$ cat config.mk
export PLATFORM = sky130hd
export DESIGN_NAME = rtdr_readout
export DESIGN_NICKNAME = d
export VERILOG_FILES = /design/src/rtdr_pkg.sv /design/src/rtdr_readout.sv /design/src/rtdr_scan.sv
export SDC_FILE = /design/constraint.sdc
export NUM_CORES = 1
export LEC_CHECK = 0
export ABC_AREA = 1
export BUFFER_PORTS_ARGS = -buffer_cell sky130_fd_sc_hd__buf_2
export CAP_MARGIN = 20
export CELL_PAD_IN_SITES_DETAIL_PLACEMENT = 0
export CELL_PAD_IN_SITES_GLOBAL_PLACEMENT = 1
export CORE_AREA = 2 2 155 142
export DETAILED_ROUTE_END_ITERATION = 12
export DIE_AREA = 0 0 157 144
export MAX_ROUTING_LAYER = met4
export PLACE_DENSITY = 0.89
export SLEW_MARGIN = 20
export SYNTH_ARGS = -nofsm -noshare
export SYNTH_HDL_FRONTEND = slang
export SYNTH_SLANG_ARGS = --single-unit
$ cat constraint.sdc
create_clock -name ref_clk -period 11.5 [get_ports ref_clk]
set_input_delay 2.3 -clock ref_clk [delete_from_list [all_inputs] [get_ports ref_clk]]
set_output_delay 2.3 -clock ref_clk [all_outputs]
set_load 0.01 [all_outputs]
$ cat src/rtdr_pkg.sv
// Shared constants for the resistance-thermometer input bus readout.
package rtdr_pkg;

  // ****************************************************************
  // Bus address decode
  // ****************************************************************
  localparam int ADDR_W = 16;
  localparam int TOP_MSB = 15;
  localparam int TOP_LSB = 13;
  localparam logic [2:0] TOP_FIXED = 3'h7;
  localparam int UNIT_MSB = 12;
  localparam int UNIT_LSB = 8;
  localparam int UNIT_W = 5;
  localparam int CHAN_MSB = 4;
  localparam int CHAN_LSB = 3;
  localparam int MODSEL_MSB = 2;
  localparam logic [2:0] MODSEL_FIRST = 3'h0;
  localparam logic [2:0] MODSEL_SECOND = 3'h4;
  localparam logic [7:0] PAGE_LOWEST = 8'he0;

  // Register map for the example unit setting.
  localparam logic [15:0] MOD0_CH1_TEMPERATURE = 16'he800;
  localparam logic [15:0] MOD2_CH1_TEMPERATURE = 16'he804;
  localparam logic [15:0] MOD0_CH2_TEMPERATURE = 16'he808;
  localparam logic [15:0] MOD2_CH2_TEMPERATURE = 16'he80c;
  localparam logic [15:0] MOD0_CH3_TEMPERATURE = 16'he810;
  localparam logic [15:0] MOD2_CH3_TEMPERATURE = 16'he814;
  localparam logic [15:0] MOD0_CH4_TEMPERATURE = 16'he818;
  localparam logic [15:0] MOD2_CH4_TEMPERATURE = 16'he81c;

  // ****************************************************************
  // Read word layout
  // ****************************************************************
  localparam int DATA_W = 16;
  localparam int RESULT_W = 12;
  localparam int RESULT_LSB = 3;
  localparam int RESULT_MSB = 14;
  localparam logic [15:0] FULL_SCALE_WORD = 16'h7ff8;
  localparam int SPAN_DEG_C = 450;
  localparam int SPAN_COUNTS = 32768;

  // ****************************************************************
  // Channels and timing
  // ****************************************************************
  localparam int CH_PER_MODULE = 4;
  localparam int MODULES = 2;
  localparam int CLK_PERIOD_NS = 50;
  localparam int CONV_TIME_NS = 40000;
  localparam int REFRESH_TIME_NS = 160000;
  // Longest time, so rounded down to whole cycles.
  localparam int CONV_CYCLES = CONV_TIME_NS / CLK_PERIOD_NS;
  localparam longint REF_CLK_HZ = 64'd20000000;
  localparam longint CONV_CLK_HZ = 64'd2457600;
  localparam int PHASE_W = 16;
  localparam longint CONV_PHASE_INC =
    (CONV_CLK_HZ * (64'd1 << PHASE_W)) / REF_CLK_HZ;

endpackage

$ cat src/rtdr_readout.sv
// Backplane read slave for two four-channel temperature modules.
`timescale 1ns/10ps
`default_nettype none

module rtdr_readout
  import rtdr_pkg::*;
#(
  parameter int SLOT_CYCLES = CONV_CYCLES
) (
  input wire logic ref_clk,
  input wire logic rst,
  input wire logic [ADDR_W-1:0] bus_addr,
  input wire logic bus_rd_n,
  input wire logic [UNIT_W-1:0] unit_address_jumpers,
  input wire logic [MODULES-1:0] module_layout_jumpers,
  input wire logic [MODULES-1:0] adc_done,
  input wire logic [MODULES*RESULT_W-1:0] adc_result,
  output logic [MODULES-1:0] adc_start,
  output logic [MODULES*2-1:0] adc_chan,
  output logic conv_clk,
  output logic [DATA_W-1:0] bus_data_out,
  output logic bus_data_oe
);

  localparam int VAL_W = CH_PER_MODULE * RESULT_W;

  logic [ADDR_W-1:0] addr_s1, addr_s2;
  logic rd_s1, rd_s2;
  logic [UNIT_W-1:0] jmp_s1, jmp_s2;
  logic [MODULES-1:0] fit_s1, fit_s2;
  logic [MODULES*VAL_W-1:0] values;
  logic [PHASE_W-1:0] phase;
  logic [PHASE_W-1:0] next_phase;
  logic next_conv_clk;
  logic hit;
  logic mod_sel;
  logic [1:0] chan_sel;
  logic [RESULT_W-1:0] picked;
  logic [DATA_W-1:0] next_data;
  logic next_oe;

  // ****************************************************************
  // Pin synchronisers
  // ****************************************************************

  // Bus pins and jumpers are asynchronous to ref_clk.
  always_ff @(posedge ref_clk or posedge rst) begin
    if (rst) begin
      addr_s1 <= '0;
      addr_s2 <= '0;
      rd_s1 <= 1'b0;
      rd_s2 <= 1'b0;
      jmp_s1 <= '0;
      jmp_s2 <= '0;
      fit_s1 <= '0;
      fit_s2 <= '0;
    end else begin
      addr_s1 <= bus_addr;
      addr_s2 <= addr_s1;
      rd_s1 <= !bus_rd_n;
      rd_s2 <= rd_s1;
      jmp_s1 <= unit_address_jumpers;
      jmp_s2 <= jmp_s1;
      fit_s1 <= module_layout_jumpers;
      fit_s2 <= fit_s1;
    end
  end

  // ****************************************************************
  // Conversion sequencers, one per module position
  // ****************************************************************

  genvar m;
  generate
    for (m = 0; m < MODULES; m++) begin : g_mod
      rtdr_scan #(
        .CHANNELS(CH_PER_MODULE),
        .SLOT_CYCLES(SLOT_CYCLES)
      ) u_scan (
        .ref_clk(ref_clk),
        .rst(rst),
        .adc_done(adc_done[m]),
        .adc_result(adc_result[m*RESULT_W +: RESULT_W]),
        .adc_start(adc_start[m]),
        .adc_chan(adc_chan[m*2 +: 2]),
        .values(values[m*VAL_W +: VAL_W])
      );
    end
  endgenerate

  // ****************************************************************
  // Conversion clock
  // ****************************************************************

  // A phase accumulator gives the mean rate to within its truncated step; the cost is up to
  // one ref_clk period of jitter on each edge, which the converters
  // tolerate since they only count edges.
  always_comb begin
    next_phase = phase + PHASE_W'(CONV_PHASE_INC);
    next_conv_clk = phase[PHASE_W-1];
  end

  always_ff @(posedge ref_clk or posedge rst) begin
    if (rst) begin
      phase <= '0;
      conv_clk <= 1'b0;
    end else begin
      phase <= next_phase;
      conv_clk <= next_conv_clk;
    end
  end

  // ****************************************************************
  // Address decode and read answer
  // ****************************************************************

  // Bits 7..5 take no part in the decode, so every alias answers.
  always_comb begin
    mod_sel = addr_s2[MODSEL_MSB];
    chan_sel = addr_s2[CHAN_MSB:CHAN_LSB];
    hit = (addr_s2[TOP_MSB:TOP_LSB] == TOP_FIXED)
      && (addr_s2[UNIT_MSB:UNIT_LSB] == jmp_s2)
      && ((addr_s2[MODSEL_MSB:0] == MODSEL_FIRST)
        || (addr_s2[MODSEL_MSB:0] == MODSEL_SECOND))
      && fit_s2[mod_sel];
    picked = values[{mod_sel, chan_sel}*RESULT_W +: RESULT_W];
  end

  // The converter already delivers the linear scale; the word only places
  // it so that full scale lands on the top code with the low bits clear.
  always_comb begin
    next_oe = rd_s2 && hit;
    next_data = '0;
    if (next_oe) begin
      next_data[RESULT_MSB:RESULT_LSB] = picked;
    end
  end

  // Data is only driven for a read that hits, three cycles behind the strobe pin, never else.
  always_ff @(posedge ref_clk or posedge rst) begin
    if (rst) begin
      bus_data_out <= '0;
      bus_data_oe <= 1'b0;
    end else begin
      bus_data_out <= next_data;
      bus_data_oe <= next_oe;
    end
  end

  // ****************************************************************
  // Conversion clock run length
  // ****************************************************************

  // Longest stay of conv_clk at one level: half the accumulator range
  // over the step, rounded up, plus the extra low cycle that the output
  // register adds right after reset.
  localparam int CONV_HALF_MAX =
    int'(((64'd1 << (PHASE_W - 1)) + CONV_PHASE_INC - 1) / CONV_PHASE_INC)
    + 1;

  int conv_run;
  int next_conv_run;
  logic conv_last;
  logic next_conv_last;

  // Counts the cycles that conv_clk has held its present level; a stuck
  // accumulator would let this grow without bound.
  always_comb begin
    next_conv_last = conv_clk;
    next_conv_run = (conv_clk == conv_last) ? conv_run + 1 : 1;
  end

  always_ff @(posedge ref_clk or posedge rst) begin
    if (rst) begin
      conv_run <= 0;
      conv_last <= 1'b0;
    end else begin
      conv_run <= next_conv_run;
      conv_last <= next_conv_last;
    end
  end

  // ****************************************************************
  // Refresh order per module
  // ****************************************************************

  // One lap is four slots, channel 0 through channel 3, so channel 0
  // must come back after exactly four slot lengths.
  localparam int REFRESH_CYCLES = CH_PER_MODULE * SLOT_CYCLES;

  genvar r;
  generate
    for (r = 0; r < MODULES; r++) begin : g_refresh
      int lap;
      int next_lap;
      logic lap_seen;
      logic next_lap_seen;
      logic lap_mark;

      // A start pulse for channel 0 opens a new lap.
      always_comb begin
        lap_mark = adc_start[r] && adc_chan[r*2 +: 2] == 2'h0;
        next_lap = lap_mark ? 0 : lap + 1;
        next_lap_seen = lap_seen || lap_mark;
      end

      always_ff @(posedge ref_clk or posedge rst) begin
        if (rst) begin
          lap <= 0;
          lap_seen <= 1'b0;
        end else begin
          lap <= next_lap;
          lap_seen <= next_lap_seen;
        end
      end

    end
  endgenerate
endmodule

`default_nettype wire

$ cat src/rtdr_scan.sv
// Conversion sequencer for one four-channel sensor module.
`timescale 1ns/10ps
`default_nettype none

module rtdr_scan
  import rtdr_pkg::*;
#(
  parameter int CHANNELS = CH_PER_MODULE,
  parameter int SLOT_CYCLES = CONV_CYCLES
) (
  input wire logic ref_clk,
  input wire logic rst,
  input wire logic adc_done,
  input wire logic [RESULT_W-1:0] adc_result,
  output logic adc_start,
  output logic [1:0] adc_chan,
  output logic [CHANNELS*RESULT_W-1:0] values
);

  typedef enum logic {SC_LAUNCH, SC_CONVERT} rtdr_scan_t;

  rtdr_scan_t state;
  rtdr_scan_t next_state;
  logic [$clog2(SLOT_CYCLES)-1:0] slot;
  logic [$clog2(SLOT_CYCLES)-1:0] next_slot;
  logic [1:0] next_chan;
  logic next_start;
  logic done_s1, done_s2, done_s3;
  logic [RESULT_W-1:0] res_s1, res_s2;
  logic [RESULT_W-1:0] store [CHANNELS];
  logic done_edge;

  // ****************************************************************
  // Pin synchronisers
  // ****************************************************************

  // The converter's strobe and result come from another domain.
  always_ff @(posedge ref_clk or posedge rst) begin
    if (rst) begin
      done_s1 <= 1'b0;
      done_s2 <= 1'b0;
      done_s3 <= 1'b0;
      res_s1 <= '0;
      res_s2 <= '0;
    end else begin
      done_s1 <= adc_done;
      done_s2 <= done_s1;
      done_s3 <= done_s2;
      res_s1 <= adc_result;
      res_s2 <= res_s1;
    end
  end

  // Result data settles one cycle before done rises, so two stages suffice.
  assign done_edge = done_s2 && !done_s3;

  // ****************************************************************
  // Slot sequencer
  // ****************************************************************

  // Each channel owns one fixed slot; four slots give one full refresh.
  always_comb begin
    next_state = state;
    next_slot = slot;
    next_chan = adc_chan;
    next_start = 1'b0;
    unique case (state)
      SC_LAUNCH: begin
        next_state = SC_CONVERT;
        next_slot = slot + 1'b1;
      end
      SC_CONVERT: begin
        if (slot == ($clog2(SLOT_CYCLES))'(SLOT_CYCLES - 1)) begin
          next_state = SC_LAUNCH;
          next_slot = '0;
          next_start = 1'b1;
          next_chan = adc_chan + 1'b1;
        end else begin
          next_slot = slot + 1'b1;
        end
      end
    endcase
  end

  always_ff @(posedge ref_clk or posedge rst) begin
    if (rst) begin
      state <= SC_CONVERT;
      slot <= '0;
      adc_chan <= 2'h3;
      adc_start <= 1'b0;
    end else begin
      state <= next_state;
      slot <= next_slot;
      adc_chan <= next_chan;
      adc_start <= next_start;
    end
  end

  // A late result is written into the next channel's entry, or dropped if its edge falls in the launch cycle.
  always_ff @(posedge ref_clk or posedge rst) begin
    if (rst) begin
      for (int i = 0; i < CHANNELS; i++) begin
        store[i] <= '0;
      end
    end else if (done_edge && state == SC_CONVERT) begin
      store[adc_chan] <= res_s2;
    end
  end

  genvar g;
  generate
    for (g = 0; g < CHANNELS; g++) begin : g_out
      assign values[g*RESULT_W +: RESULT_W] = store[g];
    end
  endgenerate

  // ****************************************************************
  // Checks
  // ****************************************************************

  int gap;
  logic seen;
  always_ff @(posedge ref_clk or posedge rst) begin
    if (rst) begin
      gap <= 0;
      seen <= 1'b0;
    end else begin
      gap <= adc_start ? 0 : gap + 1;
      seen <= seen | adc_start;
    end
  end
endmodule

`default_nettype wire

==> metrics.yaml <==
fp.dieArea_sq_um: 22610
clkSlewWorstSetupHoldPaths_ps: 60
start_util: 0.4507
drive_above_1_share: 0.1225
worstSetupPathType: "reg2out"
clock_latency_ps: 520
grt_util_all_layers: 0.1670
die_x_um: 157
ys_top_cells_by_area: "dfrtp_1 64%, nand2_1 14%, o21ai_0 5.2%"
power_switching_uw: 389.3
cts_made_buffers: 26
dp_hpwl_um: 10850
finalHoldViolCount: 0
cp-start-kind: "flop"
cts_tree: "built"
yosysWarnings: 0
io_pins: 76
grt_pass1_vias: 6082
worst_slack_ps: 7973
worst-path-max-fanout: 5
ff_latch_area_sq_um: 6264
port_buffers: 68
wirelength_um: 17600
worstMarginPinSlew_ps: 1100
ys_ff_latch: 250
synth_top_area_frac: 0.6414
crit_family: "flip-flops"
seq_area_frac_synth: 0.6580
period_needed_ps: 3527
wire_per_inst_um: 13.02
cts.repair.resized: 0
fill_cells: 1951
multi_input_area_sq_um: 2763
grt_pass1_wl_um: 29710
crit_path_cell_trace: "buf_2"
dp_slack_ps: 6583
final_common_cell: "nand2_1"
grt_start_max_net_pins: 88
netlist_area_sq_um: 9519
synth_cell_types: 26
rsz0062_at_grt: "false"
finalSetupViolations: 0
ant_nets: 0
fmax_ghz: 0.2835
final_cell_mix: "348 x nand2_1, 244 x dfrtp_1, 99 x o21ai_0"
drv_cap: 0
clkPwrFrac: 0.437
cpPeakStageDelay_ps: 570
cts.path.max_buffers: 3
p_leak_uw: 0.005362
gr-total-overflow: 0
pwr-share-comb: 0.041
dr_total_vias: 6342
syn_to_final_growth_pct: 13.97
drt_iter0_drc: 358
cp_slowest_cell: "dfstp_2"
cts_root_buf: "clkbuf_16"
intPower_uw: 1373
place_congestion: 0.8026
synth_cells: 979
antenna_cells: 0
first_pass_iters: 5
htreeDepth: 1
synth_top_area_cell: "dfrtp_1"
nNetsFinal: 1104
peakVddDrop_mv: 0.09658
via_per_inst: 4.691
finalCritPeriodShare: 0.3067
drc_errors: 0
antenna_found_initial: 0
status: "complete, no violations"
drv_slew: 0
cts.hold.buffers_added: 0
clock-sinks: 250
post_cts_buffers: 0
power_density_nw_per_um2: 162.4
syn_avg_cell_area_sq_um: 9.723
cp.arrival_ps: 1230
fp-row-count: 51
path_buf_inv: 1
slew_headroom: 0.2666
hp-class: "reg2reg"
final.setup.tns_ps: 0
pwr-share-seq: 0.522
switching_share: 0.2209
fin_worst_skew_ps: 15.29
core_sq_um: 21120
endpoint_kind: "output pin"
worstPathRequired_ps: 9200
die_h_um: 144
-- layer usage --
layer	wire [um]	up-vias	part of all wire	track usage
met4	289	0	0.016	0.04008
met2	7905	121	0.45	0.2551
li1	-	3178	-	-
met3	814	25	0.046	0.03117
met5	0	-	0	-
met1	8589	3018	0.49	0.2341
-- registers in the layout, summed over array words and instances (netlist names), 4 cells and up --
signal / count
bus_data_out: 12
g_mod.u_scan.values: 96
jmp_s2: 5
addr_s1: 13
g_mod.u_scan.adc_chan: 4
g_mod.u_scan.slot: 20
addr_s2: 13
g_mod.u_scan.res_s1: 24
phase: 16
jmp_s1: 5
g_mod.u_scan.res_s2: 24
-- cell usage after synthesis, drive strengths merged --
cell	n
a21oi	3
a31oi	1
buf	28
clkbuf	13
conb	1
dfrtp	244
dfstp	6
ha	11
inv	72
nand2	348
nand3	64
nand3b	1
nand4	3
nor2	61
nor3	3
o21ai	101
or2	1
xnor2	4
xor2	14
-- through the flow --
stage          cells  area (sq um)  total power, uW  hold slack (ps)    util
2_1_floorplan    982          9530            984.0            331.2       -
3_3_place_gp    1303         10030             1007            331.8  0.4749
3_5_place_dp    1303         10030             1009            334.7  0.4749
4_1_cts         1351         10830             1788            335.6  0.5125
5_1_grt         1352         10850             1841            350.7  0.5137
6_report        1352         10850             1762            333.1  0.5137
-- worst paths after layout --
path,startpoint,slack (ps),cells past startpoint,end
setup / recovery,g_mod[0].u_scan.adc_chan[1],7970,1,adc_chan[1]
hold / removal,g_mod[0].u_scan.res_s1[11],330,0,g_mod[0].u_scan.res_s2[11]
setup reg to reg,addr_s2[4],8860,6,bus_data_out[7]
hold reg to reg,g_mod[0].u_scan.res_s1[11],330,0,g_mod[0].u_scan.res_s2[11]
max in group asynchronous,rst,8000,4,g_mod[0].u_scan.res_s1[8]
min in group asynchronous,rst,1860,2,g_mod[1].u_scan.res_s1[9]
-- power by group through the flow --
stage               clock network [uW]  logic [uW]  registers, uW
detailed placement                   0        72.5            937
global placement                     0        71.4            936
CTS                                795        72.9            921
floorplan                            0        52.6            931
finish                             770        71.8            921
global route                       832        85.1            923
-- cells by family after synthesis --
group / share of synthesized area
compound gates: 0.05534
xor+xnor: 0.01656
fa+ha+maj: 0.01446
buf+inv: 0.05297
flops: 0.6580
other cells: 0.0003939
simple gates: 0.2023
-- final cells by class --
type	instances	share of cell area
Clock buffer	37	0.06758
Clock inverter	11	0.005651
Inverter	72	0.02560
Multi-Input combinational cell	619	0.2546
Sequential cell	250	0.5773
Tap cell	291	0.03356
Timing Repair Buffer	72	0.03564
(Power assumes the default switching activity.)
